**config.mk**
```make
export PLATFORM = sky130hd
export DESIGN_NAME = acc_top
export DESIGN_NICKNAME = d
export VERILOG_FILES = /design/src/hw/acc_pkg.sv /design/src/hw/acc_top.sv
export SDC_FILE = /design/constraint.sdc
export NUM_CORES = 1
export LEC_CHECK = 0
export ABC_AREA = 1
export BUFFER_PORTS_ARGS = -buffer_cell sky130_fd_sc_hd__buf_4
export CORE_UTILIZATION = 50
export CTS_CLUSTER_SIZE = 24
export DETAILED_ROUTE_END_ITERATION = 10
export GPL_ROUTABILITY_DRIVEN = 0
export HOLD_SLACK_MARGIN = 0.1
export PLACE_DENSITY = 0.74
export SLEW_MARGIN = 30
export SYNTH_ARGS = -nofsm -noshare
export SYNTH_HDL_FRONTEND = slang
export SYNTH_SLANG_ARGS = --single-unit
```
**constraint.sdc**
```tcl
create_clock -name aclk -period 9.44 [get_ports aclk]
set_input_delay 0.472 -clock aclk [delete_from_list [all_inputs] [get_ports aclk]]
set_output_delay 0.472 -clock aclk [all_outputs]
set_load 0.005 [all_outputs]
```
**src/hw/acc_pkg.sv**
```systemverilog
// Notes on behaviour
// [RULE1] convert the input named by channel select
// [RULE2] codes 0110, 0111 invalid, no channel connected
// [RULE3] codes 1000-1100 route the internal sources
// [RULE4] cal/status register at F5H, resets to 00H
// [RULE5] bit 7 busy, read-only, whole cycle
// [RULE6] busy clears itself when cycle ends
// [RULE7] bit 6 set bypasses gain coefficient
// [RULE8] bits 5:4 readings per decision, 15..63
// [RULE9] bit 3 set bypasses offset coefficient
// [RULE10] software sets cal mode bit before calibrating
// [RULE11] bit 1 picks offset or gain calibration
// [RULE12] writing 1 to bit 0 starts calibration
// [RULE13] start bit clears when calibration completes
package acc_pkg;

  // register indices / byte addresses
  localparam logic [11:0] CALSC_INDEX    = 12'h0F5;                    // [RULE4]
  localparam logic [11:0] ADDR_CALSC     = 12'(CALSC_INDEX * 4);
  localparam logic [11:0] ADDR_CTRL      = 12'h000;
  localparam logic [11:0] ADDR_RESULT    = 12'h004;
  localparam logic [11:0] ADDR_OFS_COEF  = 12'h008;
  localparam logic [11:0] ADDR_GAIN_COEF = 12'h00C;
  localparam logic [11:0] ADDR_INT_STAT  = 12'h010;
  localparam logic [11:0] ADDR_INT_MASK  = 12'h014;

  // reset values
  localparam logic [7:0]  CALSC_RST      = 8'h00;                      // [RULE4]
  localparam logic [11:0] OFS_COEF_RST   = 12'h000;
  localparam logic [11:0] GAIN_COEF_RST  = 12'hFFF;
  localparam logic [11:0] FULL_SCALE     = 12'hFFF;

  // calibration register bits
  localparam int BIT_BUSY      = 7;
  localparam int BIT_GAIN_BYP  = 6;
  localparam int BIT_AVG_HI    = 5;
  localparam int BIT_AVG_LO    = 4;
  localparam int BIT_OFS_BYP   = 3;
  localparam int BIT_CAL_MODE  = 2;
  localparam int BIT_CAL_TYPE  = 1;
  localparam int BIT_CAL_START = 0;

  // control register bits
  localparam int CTRL_SEL_LSB   = 0;
  localparam int CTRL_CONV_BIT  = 8;

  // interrupt bits
  localparam int INT_CONV_DONE = 0;
  localparam int INT_CAL_DONE  = 1;
  localparam int INT_INVALID   = 2;
  localparam int INT_W         = 3;

  // readings averaged per decision, by code
  localparam logic [5:0] AVG_N0 = 6'h0F;
  localparam logic [5:0] AVG_N1 = 6'h1F;
  localparam logic [5:0] AVG_N2 = 6'h2F;
  localparam logic [5:0] AVG_N3 = 6'h3F;

  // source codes
  localparam logic [3:0] SRC_TEMP  = 4'h8;
  localparam logic [3:0] SRC_GND   = 4'hB;
  localparam logic [3:0] SRC_VREF  = 4'hC;
  localparam logic [3:0] SRC_EXT_LAST = 4'h5;

  localparam int unsigned CONV_CYCLES_DEF = 16;

  typedef enum logic [1:0] {ST_IDLE, ST_CONV, ST_CAL} acc_state_t;

  typedef struct packed {
    logic [3:0] src_code;
    logic       src_valid;
    logic       sampling;
    logic       gain_apply;
    logic       offset_apply;
  } acc_fe_t;

endpackage

```
**src/hw/acc_top.sv**
```systemverilog
`timescale 1ns/1ns
module acc_top #(
  parameter int unsigned CONV_CYCLES = acc_pkg::CONV_CYCLES_DEF
) (
  input  wire logic           aclk,
  input  wire logic           aresetn,
  input  wire logic [11:0]    s_axi_awaddr,
  input  wire logic           s_axi_awvalid,
  output logic                s_axi_awready,
  input  wire logic [31:0]    s_axi_wdata,
  input  wire logic [3:0]     s_axi_wstrb,
  input  wire logic           s_axi_wvalid,
  output logic                s_axi_wready,
  output logic [1:0]          s_axi_bresp,
  output logic                s_axi_bvalid,
  input  wire logic           s_axi_bready,
  input  wire logic [11:0]    s_axi_araddr,
  input  wire logic           s_axi_arvalid,
  output logic                s_axi_arready,
  output logic [31:0]         s_axi_rdata,
  output logic [1:0]          s_axi_rresp,
  output logic                s_axi_rvalid,
  input  wire logic           s_axi_rready,
  input  wire logic [11:0]    adc_sample,
  output acc_pkg::acc_fe_t    fe_ctrl,
  output logic [11:0]         adc_result,
  output logic                irq
);

  ////////////////////////////////////////////////////////////////////////////
  // registers

  logic [7:0]               calsc_r;
  logic [3:0]               sel_r;
  logic [11:0]              result_r;
  logic [11:0]              ofs_coef_r;
  logic [11:0]              gain_coef_r;
  logic [acc_pkg::INT_W-1:0] int_stat_r;
  logic [acc_pkg::INT_W-1:0] int_mask_r;
  logic                     irq_r;
  acc_pkg::acc_fe_t         fe_r;
  acc_pkg::acc_state_t      state_r;
  logic [15:0]              tick_r;
  logic [5:0]               rd_cnt_r;
  logic [5:0]               hits_r;
  logic [3:0]               bit_r;
  logic [11:0]              cal_code_r;

  logic                     aw_hold_r;
  logic                     w_hold_r;
  logic [11:0]              awaddr_r;
  logic [31:0]              wdata_r;
  logic [3:0]               wstrb_r;
  logic                     awready_r;
  logic                     wready_r;
  logic                     bvalid_r;
  logic [1:0]               bresp_r;
  logic                     arready_r;
  logic                     rvalid_r;
  logic [31:0]              rdata_r;
  logic [1:0]               rresp_r;

  ////////////////////////////////////////////////////////////////////////////
  // write decode

  wire wr_fire  = aw_hold_r & w_hold_r & ~bvalid_r;
  wire wr_calsc = wr_fire & (awaddr_r == acc_pkg::ADDR_CALSC);
  wire wr_ctrl  = wr_fire & (awaddr_r == acc_pkg::ADDR_CTRL);
  wire wr_ofs   = wr_fire & (awaddr_r == acc_pkg::ADDR_OFS_COEF);
  wire wr_gain  = wr_fire & (awaddr_r == acc_pkg::ADDR_GAIN_COEF);
  wire wr_stat  = wr_fire & (awaddr_r == acc_pkg::ADDR_INT_STAT);
  wire wr_mask  = wr_fire & (awaddr_r == acc_pkg::ADDR_INT_MASK);
  wire wr_hit   = wr_calsc | wr_ctrl | wr_ofs | wr_gain | wr_stat | wr_mask;
  wire b0       = wstrb_r[0];
  wire b1       = wstrb_r[1];

  wire [11:0] w12 = {b1 ? wdata_r[11:8] : 4'h0, wdata_r[7:0]};

  function automatic logic [11:0] merge12(input logic [11:0] old, input logic [11:0] nw,
                                          input logic s0, input logic s1);
    merge12 = {s1 ? nw[11:8] : old[11:8], s0 ? nw[7:0] : old[7:0]};
  endfunction

  ////////////////////////////////////////////////////////////////////////////
  // source selection

  // select and start may share one write; codes 13..15 join the invalid path
  wire [3:0] sel_eff = (wr_ctrl & b0) ? wdata_r[acc_pkg::CTRL_SEL_LSB +: 4] : sel_r; // [RULE1]
  wire sel_ext   = (sel_eff <= acc_pkg::SRC_EXT_LAST);                    // [RULE1]
  wire sel_int   = (sel_eff >= acc_pkg::SRC_TEMP) & (sel_eff <= acc_pkg::SRC_VREF); // [RULE3]
  wire sel_valid = sel_ext | sel_int;                                      // [RULE2]

  wire conv_req  = wr_ctrl & b1 & wdata_r[acc_pkg::CTRL_CONV_BIT];
  wire idle      = (state_r == acc_pkg::ST_IDLE);
  // a start written during a conversion waits in the start bit until idle
  wire cal_go    = idle & calsc_r[acc_pkg::BIT_CAL_START];                 // [RULE12]
  wire conv_go   = idle & ~cal_go & conv_req & sel_valid;
  wire conv_bad  = conv_req & ~sel_valid;                                  // [RULE2]

  wire [1:0] avg_code = calsc_r[acc_pkg::BIT_AVG_HI:acc_pkg::BIT_AVG_LO];
  wire [5:0] avg_n    = (avg_code == 2'b00) ? acc_pkg::AVG_N0 :            // [RULE8]
                        (avg_code == 2'b01) ? acc_pkg::AVG_N1 :
                        (avg_code == 2'b10) ? acc_pkg::AVG_N2 : acc_pkg::AVG_N3;

  wire cal_is_gain = calsc_r[acc_pkg::BIT_CAL_TYPE];                       // [RULE11]
  wire [3:0] cal_src = cal_is_gain ? acc_pkg::SRC_VREF : acc_pkg::SRC_GND; // [RULE11]

  ////////////////////////////////////////////////////////////////////////////
  // reading timer and bit decisions

  wire        tick_end  = (tick_r == 16'(CONV_CYCLES - 1));
  wire [11:0] trial     = cal_code_r | (12'h001 << bit_r);
  wire        above     = (adc_sample >= trial);
  wire [5:0]  hits_nxt  = hits_r + 6'(above);
  wire        last_rd   = (rd_cnt_r == avg_n - 6'd1);
  // majority of the averaged readings decides the bit
  wire        keep_bit  = ({1'b0, hits_nxt, 1'b0} > {2'b00, avg_n});
  wire [11:0] code_nxt  = keep_bit ? trial : cal_code_r;
  wire        cal_end   = (state_r == acc_pkg::ST_CAL) & tick_end & last_rd & (bit_r == 4'd0);
  wire        conv_end  = (state_r == acc_pkg::ST_CONV) & tick_end;

  ////////////////////////////////////////////////////////////////////////////
  // coefficient correction

  wire              ofs_on   = ~calsc_r[acc_pkg::BIT_OFS_BYP];             // [RULE9]
  wire              gain_on  = ~calsc_r[acc_pkg::BIT_GAIN_BYP];            // [RULE7]
  wire signed [13:0] raw_ofs = $signed({2'b00, adc_sample}) -
                               $signed({2'b00, ofs_on ? ofs_coef_r : 12'h000}); // [RULE9]
  wire signed [13:0] trim    = $signed({2'b00, acc_pkg::FULL_SCALE}) -
                               $signed({2'b00, gain_coef_r});
  wire signed [27:0] prod    = raw_ofs * trim;
  wire signed [15:0] adj     = gain_on ? 16'(prod >>> 12) : 16'sd0;        // [RULE7]
  wire signed [15:0] corr    = 16'(raw_ofs) + adj;
  wire [11:0]        corr_sat = corr[15] ? 12'h000 :
                                (corr > $signed({4'h0, acc_pkg::FULL_SCALE})) ?
                                acc_pkg::FULL_SCALE : corr[11:0];

  ////////////////////////////////////////////////////////////////////////////
  // interrupt events

  wire [acc_pkg::INT_W-1:0] ev = {conv_bad, cal_end, conv_end};
  wire [acc_pkg::INT_W-1:0] stat_clr = (wr_stat & b0) ? wdata_r[acc_pkg::INT_W-1:0] : '0;
  // set wins over a clear in the same cycle
  wire [acc_pkg::INT_W-1:0] stat_nxt = (int_stat_r & ~stat_clr) | ev;

  ////////////////////////////////////////////////////////////////////////////
  // calibration/status register next value

  logic [7:0] calsc_nxt;
  always_comb begin
    calsc_nxt = calsc_r;
    if (wr_calsc & b0) begin
      calsc_nxt[6:1] = wdata_r[6:1];
      // writing 0 cannot abort a pending or running calibration
      calsc_nxt[acc_pkg::BIT_CAL_START] = calsc_r[acc_pkg::BIT_CAL_START] |
                                          wdata_r[acc_pkg::BIT_CAL_START]; // [RULE12]
    end
    if (cal_end) begin
      calsc_nxt[acc_pkg::BIT_CAL_START] = 1'b0;                            // [RULE13]
    end
    calsc_nxt[acc_pkg::BIT_BUSY] = (state_r != acc_pkg::ST_IDLE) & ~cal_end & ~conv_end; // [RULE6]
    if (cal_go | conv_go) begin
      calsc_nxt[acc_pkg::BIT_BUSY] = 1'b1;                                 // [RULE5]
    end
  end

  ////////////////////////////////////////////////////////////////////////////
  // sequencer

  always_ff @(posedge aclk) begin
    if (!aresetn) begin
      state_r    <= acc_pkg::ST_IDLE;
      tick_r     <= '0;
      rd_cnt_r   <= '0;
      hits_r     <= '0;
      bit_r      <= '0;
      cal_code_r <= '0;
    end else begin
      case (state_r)
        acc_pkg::ST_IDLE: begin
          tick_r     <= '0;
          rd_cnt_r   <= '0;
          hits_r     <= '0;
          bit_r      <= 4'd11;
          cal_code_r <= '0;
          if (cal_go) begin
            state_r <= acc_pkg::ST_CAL;                                   // [RULE12]
          end else if (conv_go) begin
            state_r <= acc_pkg::ST_CONV;                                  // [RULE1]
          end
        end
        acc_pkg::ST_CONV: begin
          tick_r <= tick_r + 16'd1;
          if (tick_end) begin
            state_r <= acc_pkg::ST_IDLE;                                  // [RULE6]
          end
        end
        acc_pkg::ST_CAL: begin
          tick_r <= tick_end ? 16'd0 : tick_r + 16'd1;
          if (tick_end) begin
            hits_r   <= last_rd ? 6'd0 : hits_nxt;
            rd_cnt_r <= last_rd ? 6'd0 : rd_cnt_r + 6'd1;                 // [RULE8]
            if (last_rd) begin
              cal_code_r <= code_nxt;
              bit_r      <= bit_r - 4'd1;
              if (bit_r == 4'd0) begin
                state_r <= acc_pkg::ST_IDLE;                              // [RULE13]
              end
            end
          end
        end
        default: state_r <= acc_pkg::ST_IDLE;
      endcase
    end
  end

  ////////////////////////////////////////////////////////////////////////////
  // register file

  always_ff @(posedge aclk) begin
    if (!aresetn) begin
      calsc_r     <= acc_pkg::CALSC_RST;                                  // [RULE4]
      sel_r       <= '0;
      result_r    <= '0;
      ofs_coef_r  <= acc_pkg::OFS_COEF_RST;
      gain_coef_r <= acc_pkg::GAIN_COEF_RST;
      int_stat_r  <= '0;
      int_mask_r  <= '0;
      irq_r       <= 1'b0;
    end else begin
      calsc_r    <= calsc_nxt;
      int_stat_r <= stat_nxt;
      irq_r      <= |(stat_nxt & int_mask_r);
      if (wr_ctrl & b0) begin
        sel_r <= wdata_r[acc_pkg::CTRL_SEL_LSB +: 4];
      end
      if (wr_mask & b0) begin
        int_mask_r <= wdata_r[acc_pkg::INT_W-1:0];
      end
      if (conv_end) begin
        result_r <= corr_sat;                                             // [RULE7]
      end
      // calibration result overrides a software write in the same cycle
      if (cal_end & ~cal_is_gain) begin
        ofs_coef_r <= code_nxt;                                           // [RULE11]
      end else if (wr_ofs) begin
        ofs_coef_r <= merge12(ofs_coef_r, w12, b0, b1);
      end
      if (cal_end & cal_is_gain) begin
        gain_coef_r <= code_nxt;                                          // [RULE11]
      end else if (wr_gain) begin
        gain_coef_r <= merge12(gain_coef_r, w12, b0, b1);
      end
    end
  end

  ////////////////////////////////////////////////////////////////////////////
  // front end control

  always_ff @(posedge aclk) begin
    if (!aresetn) begin
      fe_r <= '0;
    end else begin
      fe_r.sampling     <= (state_r != acc_pkg::ST_IDLE) & ~cal_end & ~conv_end;
      fe_r.gain_apply   <= gain_on;
      fe_r.offset_apply <= ofs_on;
      if (cal_go) begin
        fe_r.src_code  <= cal_src;                                        // [RULE11]
        fe_r.src_valid <= 1'b1;
        fe_r.sampling  <= 1'b1;
      end else if (idle) begin
        fe_r.src_code  <= sel_valid ? sel_eff : 4'h0;                     // [RULE3]
        fe_r.src_valid <= sel_valid;                                      // [RULE2]
        fe_r.sampling  <= conv_go;
      end
    end
  end

  ////////////////////////////////////////////////////////////////////////////
  // axi4-lite write channel

  always_ff @(posedge aclk) begin
    if (!aresetn) begin
      aw_hold_r <= 1'b0;
      w_hold_r  <= 1'b0;
      awaddr_r  <= '0;
      wdata_r   <= '0;
      wstrb_r   <= '0;
      awready_r <= 1'b1;
      wready_r  <= 1'b1;
      bvalid_r  <= 1'b0;
      bresp_r   <= 2'b00;
    end else begin
      if (s_axi_awvalid & awready_r) begin
        aw_hold_r <= 1'b1;
        awaddr_r  <= {s_axi_awaddr[11:2], 2'b00};
        awready_r <= 1'b0;
      end
      if (s_axi_wvalid & wready_r) begin
        w_hold_r <= 1'b1;
        wdata_r  <= s_axi_wdata;
        wstrb_r  <= s_axi_wstrb;
        wready_r <= 1'b0;
      end
      if (wr_fire) begin
        aw_hold_r <= 1'b0;
        w_hold_r  <= 1'b0;
        bvalid_r  <= 1'b1;
        bresp_r   <= wr_hit ? 2'b00 : 2'b10;
      end
      if (bvalid_r & s_axi_bready) begin
        bvalid_r  <= 1'b0;
        awready_r <= 1'b1;
        wready_r  <= 1'b1;
      end
    end
  end

  ////////////////////////////////////////////////////////////////////////////
  // axi4-lite read channel

  wire [11:0] ra = {s_axi_araddr[11:2], 2'b00};
  wire        rd_hit = (ra == acc_pkg::ADDR_CALSC) | (ra == acc_pkg::ADDR_CTRL) |
                       (ra == acc_pkg::ADDR_RESULT) | (ra == acc_pkg::ADDR_OFS_COEF) |
                       (ra == acc_pkg::ADDR_GAIN_COEF) | (ra == acc_pkg::ADDR_INT_STAT) |
                       (ra == acc_pkg::ADDR_INT_MASK);
  // conversion start reads back as zero: it is a strobe, busy shows progress
  wire [31:0] rd_mux =
    (ra == acc_pkg::ADDR_CALSC)     ? {24'h0, calsc_r} :                  // [RULE5]
    (ra == acc_pkg::ADDR_CTRL)      ? {28'h0, sel_r} :
    (ra == acc_pkg::ADDR_RESULT)    ? {20'h0, result_r} :
    (ra == acc_pkg::ADDR_OFS_COEF)  ? {20'h0, ofs_coef_r} :
    (ra == acc_pkg::ADDR_GAIN_COEF) ? {20'h0, gain_coef_r} :
    (ra == acc_pkg::ADDR_INT_STAT)  ? {29'h0, int_stat_r} :
    (ra == acc_pkg::ADDR_INT_MASK)  ? {29'h0, int_mask_r} : 32'h0;

  always_ff @(posedge aclk) begin
    if (!aresetn) begin
      arready_r <= 1'b1;
      rvalid_r  <= 1'b0;
      rdata_r   <= '0;
      rresp_r   <= 2'b00;
    end else begin
      if (s_axi_arvalid & arready_r) begin
        arready_r <= 1'b0;
        rvalid_r  <= 1'b1;
        rdata_r   <= rd_mux;
        rresp_r   <= rd_hit ? 2'b00 : 2'b10;
      end
      if (rvalid_r & s_axi_rready) begin
        rvalid_r  <= 1'b0;
        arready_r <= 1'b1;
      end
    end
  end

  ////////////////////////////////////////////////////////////////////////////
  // outputs

  assign s_axi_awready = awready_r;
  assign s_axi_wready  = wready_r;
  assign s_axi_bvalid  = bvalid_r;
  assign s_axi_bresp   = bresp_r;
  assign s_axi_arready = arready_r;
  assign s_axi_rvalid  = rvalid_r;
  assign s_axi_rdata   = rdata_r;
  assign s_axi_rresp   = rresp_r;
  assign fe_ctrl       = fe_r;
  assign adc_result    = result_r;
  assign irq           = irq_r;
endmodule

```
# Yosys cells after proc, flatten, opt, wreduce, memory -nomap -nowiden
# Index checks and enable logic that the tools add are counted.
[word_totals]
out_inout_bits = 62
word_cells = 213
reg_bits = 176
in_bits = 79
[classes]
n_bitwise = 61
n_mul = 1
add_sub_neg = 8
n_eq_ne = 22
n_mux = 51
magnitude_cmp = 6
n_reduce_logical = 27
n_shift = 1
[ops]
columns = ["op", "count"]
rows = [
  ["$mux 12", 15],
  ["$mux 6", 8],
  ["$pmux 16 s3", 1],
  ["$eq 10x2->1 const B", 4],
  ["$eq 10x3->1 const B", 4],
  ["$and 1x1->1", 33],
  ["$mux 16", 2],
  ["$mul 13x13->26", 1],
  ["$logic_not 12->1", 2],
  ["$pmux 12 s2", 1],
  ["$pmux 6 s2", 2],
  ["$eq 10x8->1 const B", 2],
  ["$mux 4", 5],
  ["$reduce_bool 2->1", 9],
  ["$add 13x16->16", 1],
  ["$add 16x1->16 const B", 1],
  ["$eq 16x4->1 const B", 1],
  ["$gt 16x13->1 const B", 1],
  ["$mux 2", 8],
  ["$or 1x1->1", 14],
  ["$sub 12x12->13", 1],
  ["$sub 12x12->13 const A", 1],
  ["$ge 12x12->1", 1],
  ["$mux 3", 4],
  ["other kinds (34)", 55],
]

# Depth between registers and ports, before layout
[logic_depth]
depth_word = 13
depth_mapped = 50
mapped_depth_nobuf = 50

# Worst setup path before layout
# No wires, ideal clock.
[synth_timing]
kind = "input port to flip-flop"
from = "input port adc_sample[0]"
to = "register result_r[10], in the netlist adc_result[10]"
required_ps = 9308
cell_stages = 46
arrival_time_ps = 8080
setup_time_ps = 132
setup_slack_ps = 1228
path_buffers = 0
path_cell_list = "inv_1 > ha_1 > inv_1 > fa_1 > nand2_1 > inv_2 > o21ai_1 > nand2_1 > a21oi_1 > or2_1 > a21oi_2 > nand2_1 > nand2_2 > nand2_1 > nand2_2 > nor2_1 > fa_1 > fa_1 > [... 10 more ...] > nor2_1 > a2111oi_0 > nand3_1 > nand2_1 > nor2_1 > ha_1 > inv_1 > nor3_1 > and2_1 > nand2_1 > nand3_1 > nand3_1 > nand2_1 > nand2_1 > nand2_2 > nand2_1 > nand2_1 > a21oi_1"
[synth_via]
elab_chain_len = 7
[synth_rtl]
columns = ["item", "line_no", "rtl"]
rows = [
  ["start: declaration", "acc_top.sv:24", "input wire logic [11:0] adc_sample,"],
  ["$sub 12x12->13 (*)", "acc_top.sv:127", "wire signed [13:0] raw_ofs = $signed({2'b00, adc_sample}) -"],
  ["$mul 13x13->26", "acc_top.sv:131", "wire signed [27:0] prod = raw_ofs * trim;"],
  ["$mux 16", "acc_top.sv:132", "wire signed [15:0] adj = gain_on ? 16'(prod >>> 12) : 16'sd0;"],
  ["$add 13x16->16 (*)", "acc_top.sv:133", "wire signed [15:0] corr = 16'(raw_ofs) + adj;"],
  ["$gt 16x13->1", "acc_top.sv:135", "(corr > $signed({4'h0, acc_pkg::FULL_SCALE})) ?"],
  ["$mux 12", "acc_top.sv:135", ""],
  ["$mux 12 (*)", "acc_top.sv:134", "wire [11:0] corr_sat = corr[15] ? 12'h000 :"],
  ["end signal: assignment", "acc_top.sv:241", "result_r <= corr_sat;"],
  ["end: declaration", "acc_top.sv:35", "logic [11:0] result_r;"],
]
# Mark *: on every way between the ends. The rest lies on a longest branch, timed or not.
# A chain may end at the register's enable or synchronous reset.

# Worst setup path after layout
[layout_timing]
from = "register ofs_coef_r[0]"
to = "register result_r[4], in the netlist adc_result[4]"
[layout_via]
elab_chain_len = 8
[layout_rtl]
columns = ["item", "line_no", "rtl"]
rows = [
  ["start: declaration", "acc_top.sv:36", "logic [11:0] ofs_coef_r;"],
  ["start signal: assignment", "acc_top.sv:225", "ofs_coef_r <= acc_pkg::OFS_COEF_RST;"],
  ["start signal: assignment", "acc_top.sv:245", "ofs_coef_r <= code_nxt;"],
  ["start signal: assignment", "acc_top.sv:247", "ofs_coef_r <= merge12(ofs_coef_r, w12, b0, b1);"],
  ["$mux 12 (*)", "acc_top.sv:128", "$signed({2'b00, ofs_on ? ofs_coef_r : 12'h000});"],
  ["$sub 12x12->13 (*)", "acc_top.sv:127", ""],
  ["$mul 13x13->26", "acc_top.sv:131", ""],
  ["$mux 16", "acc_top.sv:132", ""],
  ["$add 13x16->16 (*)", "acc_top.sv:133", ""],
  ["$gt 16x13->1", "acc_top.sv:135", ""],
  ["$mux 12", "acc_top.sv:135", ""],
  ["$mux 12 (*)", "acc_top.sv:134", ""],
]
# Marks and branches as above.

==> impl_results.html <==
<table>
<tr><th>Metric</th><th>Value</th></tr>
<tr><th colspan="2">Global route</th></tr>
<tr><td>GRT Resource Usage Total</td><td>a little over a quarter</td></tr>
<tr><td>Total overflow reported by the global router</td><td>0</td></tr>
<tr><td>Pin count of the biggest net entering global routing</td><td>a little under 70</td></tr>
<tr><td>Number of antenna violations at the first check in global routing</td><td>0</td></tr>
<tr><td>Number of global-route vias before repair</td><td>13350</td></tr>
<tr><td>Wire length of the first global-routing pass</td><td>65830 um</td></tr>
<tr><th colspan="2">Detailed routing</th></tr>
<tr><td>Number of nets with antenna violations after detailed routing</td><td>0</td></tr>
<tr><td>Total number of vias</td><td>roughly 14000</td></tr>
<tr><td>Initial drt markers</td><td>slightly below 900</td></tr>
<tr><td>Routed wire per std cell</td><td>15.94 um</td></tr>
<tr><td>Total detailed-routing wirelength</td><td>40250 um</td></tr>
<tr><td>Remaining design rule violation count</td><td>0</td></tr>
<tr><td>Via-per-instance ratio</td><td>~5.3</td></tr>
<tr><td>1st-pass router iterations</td><td>5</td></tr>
<tr><th colspan="2">STA</th></tr>
<tr><td>Max-slew violations</td><td>0</td></tr>
<tr><td>Final period util</td><td>92.85%</td></tr>
<tr><td>Transition time at the pin with the least slew margin</td><td>slightly below 0.9 ns</td></tr>
<tr><td>Fin Setup TNS</td><td>0 ns</td></tr>
<tr><td>Max Freq</td><td>approximately 0.11 GHz</td></tr>
<tr><td>Final number of hold-violating endpoints</td><td>0</td></tr>
<tr><td>Worst clock skew on the final layout</td><td>0.01105 ns</td></tr>
<tr><td>RSZ-0062 raised after global routing</td><td>no</td></tr>
<tr><td>Final Critical Period</td><td>slightly below 9 ns</td></tr>
<tr><td># setup viols final</td><td>0</td></tr>
<tr><td>Worst slew slack as a fraction of its limit</td><td>between 40% and 50%</td></tr>
<tr><th colspan="2">Logic synthesis</th></tr>
<tr><td>Number of instances in the synthesized netlist</td><td>2046</td></tr>
<tr><td>Netlist cell types</td><td>66</td></tr>
<tr><td>Number of synthesized register bits</td><td>154</td></tr>
<tr><td>Area of the mapped netlist</td><td>approximately 15000 um^2</td></tr>
<tr><td>Avg Cell Area, Syn</td><td>7.430 um^2</td></tr>
<tr><td>Share of synthesized registers carrying an async set or reset</td><td>0%</td></tr>
<tr><td>Number of enable-type register cells in the synthesized netlist</td><td>0</td></tr>
<tr><td>Top flip-flop cell by instance count after synthesis</td><td>sky130_fd_sc_hd__dfxtp_1</td></tr>
<tr><td>Sequential cell area fraction in the yosys report</td><td>around 20%</td></tr>
<tr><td>Yosys warning total</td><td>0</td></tr>
<tr><th colspan="2">Critical path</th></tr>
<tr><td>WP data arrival</td><td>~9.0 ns</td></tr>
<tr><td>Startpoint-to-endpoint class of the critical path</td><td>register to register</td></tr>
<tr><td>Highest net fanout along the worst path</td><td>10</td></tr>
<tr><td>Critical path's top delay family</td><td>adder cells</td></tr>
<tr><td>Most used cell, CP</td><td>sky130_fd_sc_hd__nand2_1</td></tr>
<tr><td>Max stage delay on crit path</td><td>roughly 0.62 ns</td></tr>
<tr><td>CP required</td><td>around 9.7 ns</td></tr>
<tr><td>Slowest cell on the critical path</td><td>sky130_fd_sc_hd__fa_1</td></tr>
<tr><td>Crit path capture type</td><td>register</td></tr>
<tr><td>Type of element launching the critical path</td><td>register</td></tr>
<tr><td>CP bufs+invs</td><td>8</td></tr>
<tr><th colspan="2">Die</th></tr>
<tr><td>Site row count</td><td>63</td></tr>
<tr><td>Top-level I/O count</td><td>141</td></tr>
<tr><td>Floorplan die area</td><td>31100 um^2</td></tr>
<tr><td>Starting Density</td><td>a little over 50%</td></tr>
<tr><td>Die Span Y</td><td>around 180 um</td></tr>
<tr><td>Die width</td><td>roughly 180 um</td></tr>
<tr><td>Floorplan Core Area</td><td>about 30000 um^2</td></tr>
<tr><th colspan="2">CTS</th></tr>
<tr><td>CTS tree</td><td>built</td></tr>
<tr><td>Clock Latency Late Sink</td><td>0.43 ns</td></tr>
<tr><td>Post-CTS Hold Fix Bufs</td><td>0</td></tr>
<tr><td>Inserted Clock Buffers</td><td>17</td></tr>
<tr><td># clock sinks</td><td>around 150</td></tr>
<tr><td>Clock buffer depth</td><td>2</td></tr>
<tr><td>Number of levels in the clock H-tree</td><td>4</td></tr>
<tr><td>Clock-pin transition on the worst setup and hold timing paths</td><td>0.07 ns</td></tr>
<tr><td>CTS root buffer</td><td>sky130_fd_sc_hd__clkbuf_16</td></tr>
<tr><th colspan="2">Cells and area</th></tr>
<tr><td>Total inserted antenna cells</td><td>0</td></tr>
<tr><td>Final design area excluding fillers</td><td>between 15000 and 20000 um^2</td></tr>
<tr><td>Area added between synthesis and finish</td><td>10.04%</td></tr>
<tr><td>Share of layout cells above drive strength 1</td><td>10.77%</td></tr>
<tr><td>Fin nets</td><td>roughly 2500</td></tr>
<tr><th colspan="2">Power</th></tr>
<tr><td>Sequential cell fraction of total power</td><td>between 40% and 50%</td></tr>
<tr><td>Power spent charging and discharging nets</td><td>approximately 410 uW</td></tr>
<tr><td>Areal power density over the cells</td><td>90.46 nW/um^2</td></tr>
<tr><td>Portion of total power attributed to the clock network</td><td>42.7%</td></tr>
<tr><td>Portion of total power attributed to combinational logic</td><td>12.2%</td></tr>
<tr><td>Standby leakage power</td><td>0.008064 uW</td></tr>
<tr><td>Highest ir drop seen on vdd</td><td>approximately 0.14 mV</td></tr>
<tr><td>Switching power as a share of total power</td><td>27.32%</td></tr>
<tr><td>Internal power contribution</td><td>1100 uW</td></tr>
<tr><th colspan="2">Place</th></tr>
<tr><td>HPWL after detailed placement</td><td>32530 um</td></tr>
<tr><td>Input/output buffers</td><td>92</td></tr>
<tr><td>Cell area reported after detailed placement</td><td>between 15000 and 20000 um^2</td></tr>
<tr><th colspan="2">Status</th></tr>
<tr><td>Status</td><td>finished, final reports clean</td></tr>
<tr><th colspan="2">Flow run</th></tr>
<tr><td>Max-cap violations</td><td>0</td></tr>
<tr><th colspan="2">Min path</th></tr>
<tr><td>Hold crit path type</td><td>input port to register</td></tr>
</table>
## registers in the layout, indices dropped and copies added (netlist names), 2 cells and up
name	flops
ofs_coef_r	12
gain_coef_r	12
int_stat_r	3
awaddr_r	10
cal_code_r	12
fe_ctrl	8
bit_r	4
hits_r	6
rd_cnt_r	6
tick_r	16
wstrb_r	2
int_mask_r	3
calsc_r	8
wdata_r	12
sel_r	4
s_axi_rdata	12
state_r	2
adc_result	12
## Yosys cell counts (17+ instances only)
master | n | share of area, %
sky130_fd_sc_hd__fa_1 | 149 | 20
sky130_fd_sc_hd__nor3_1 | 25 | 0.82
sky130_fd_sc_hd__a211oi_1 | 21 | 1.0
sky130_fd_sc_hd__inv_2 | 18 | 0.44
sky130_fd_sc_hd__inv_1 | 358 | 8.8
sky130_fd_sc_hd__o21ai_0 | 89 | 2.9
sky130_fd_sc_hd__clkbuf_1 | 23 | 0.57
sky130_fd_sc_hd__buf_4 | 26 | 1.3
sky130_fd_sc_hd__a21oi_1 | 141 | 4.6
sky130_fd_sc_hd__nand2_1 | 412 | 10
sky130_fd_sc_hd__nand4_1 | 23 | 0.95
sky130_fd_sc_hd__a31oi_1 | 17 | 0.70
sky130_fd_sc_hd__nor2_1 | 220 | 5.4
sky130_fd_sc_hd__xor2_1 | 18 | 1.0
sky130_fd_sc_hd__nand3_1 | 65 | 2.1
sky130_fd_sc_hd__ha_1 | 111 | 9.1
sky130_fd_sc_hd__dfxtp_1 | 154 | 20
## repair_timing
| item | 4_1_cts | 5_1_grt |
|---|---|---|
| gates resized for setup | 0 | 8 |
| endpoints found under the setup margin | 0 | 12 |
| setup buffers | 0 | 3 |
## power groups by stage
| stage | Clock (uW) | Sequential, uW | Combinational, uW |
|---|---|---|---|
| 2_1_floorplan | 0 | 691 | 121 |
| 3_3_place_gp | 0 | 696 | 176 |
| 3_5_place_dp | 0 | 696 | 180 |
| 4_1_cts | 654 | 682 | 181 |
| 5_1_grt | 682 | 684 | 205 |
| 6_report | 646 | 682 | 185 |
## placed cells by master (no fill, tap or decap), types with 9 or more instances in the layout
| master | netlist | final |
|---|---|---|
| sky130_fd_sc_hd__nand2_1 | 412 | 412 |
| sky130_fd_sc_hd__inv_1 | 358 | 356 |
| sky130_fd_sc_hd__nor2_1 | 220 | 217 |
| sky130_fd_sc_hd__dfxtp_1 | 154 | 154 |
| sky130_fd_sc_hd__fa_1 | 149 | 148 |
| sky130_fd_sc_hd__a21oi_1 | 141 | 141 |
| sky130_fd_sc_hd__ha_1 | 111 | 111 |
| sky130_fd_sc_hd__buf_4 | 26 | 101 |
| sky130_fd_sc_hd__o21ai_0 | 89 | 89 |
| sky130_fd_sc_hd__nand3_1 | 65 | 65 |
| sky130_fd_sc_hd__nor3_1 | 25 | 25 |
| sky130_fd_sc_hd__nand4_1 | 23 | 23 |
| sky130_fd_sc_hd__conb_1 | 1 | 22 |
| sky130_fd_sc_hd__a211oi_1 | 21 | 21 |
| sky130_fd_sc_hd__inv_2 | 18 | 19 |
| sky130_fd_sc_hd__xor2_1 | 18 | 18 |
| sky130_fd_sc_hd__a31oi_1 | 17 | 17 |
| sky130_fd_sc_hd__clkbuf_16 | 0 | 17 |
| sky130_fd_sc_hd__nand2_2 | 14 | 14 |
| sky130_fd_sc_hd__xnor2_1 | 14 | 14 |
| sky130_fd_sc_hd__o211ai_1 | 11 | 11 |
| sky130_fd_sc_hd__nor2_2 | 8 | 10 |
| sky130_fd_sc_hd__o2111ai_1 | 9 | 9 |
| sky130_fd_sc_hd__nor2_4 | 8 | 9 |
## worst paths after layout
kind	slack, ns	cells after the start	endpoint	start
setup / recovery	0.67	44	adc_result[4]	ofs_coef_r[0]
hold reg to reg	0.47	2	s_axi_rdata[7]	calsc_r[7]
hold / removal	0.27	3	s_axi_arready	s_axi_rready
setup reg to reg	0.67	44	adc_result[4]	ofs_coef_r[0]
## cell type report
type	instances	area, um^2
clock buffers	19	442.9
clock inverters	12	116.4
fillers	2760	13070
inverters	382	1439
multi-input cells	1467	10400
flip-flops and latches	154	3083
well taps	390	488.0
repair buffers	101	758.2
## per-layer routing
metal / wire length, um / vias to the layer above / share of wire [%] / GRT usage (%)
met3: 2337 / 75 / 5.8 / 3.747
li1: - / 6598 / - / -
met2: 19940 / 459 / 50 / 47.36
met1: 16510 / 6372 / 41 / 32.57
met4: 1470 / 0 / 3.7 / 10.09
met5: 0 / - / 0 / 0
## worst min-delay path: cells and delay by family
| kind | cells | cell delay, ns |
|---|---|---|
| simple gates | 1 | 0.06 |
| compound gates | 1 | 0.07 |
| buf+inv | 1 | 0.08 |
## cell families after synthesis
kind of cell	Yosys count	synth area share [%]
and+or+nand+nor	821	24.17
xor gates and xnor gates	32	1.844
other	1	0.02467
DFF	154	20.28
adders and majority gates	260	28.76
buffers and inverters	446	11.96
AOI/OAI and AO/OA	332	12.96
## per-stage QoR
step | power [uW] | worst slack [ns] | cells | hold slack [ns] | util, %
after floorplan | 811.9 | 1.228 | 2067 | 0.4136 | -
after global placement | 872.0 | 0.6243 | 2491 | 0.4526 | 54.10
after detailed placement | 875.8 | 0.4567 | 2491 | 0.4592 | 54.10
after CTS | 1517 | 0.5620 | 2522 | 0.2735 | 55.98
after global routing | 1570 | 0.008935 | 2525 | 0.2965 | 56.14
final | 1513 | 0.6749 | 2525 | 0.2746 | 56.14
Power figures use the tool's default switching activity.
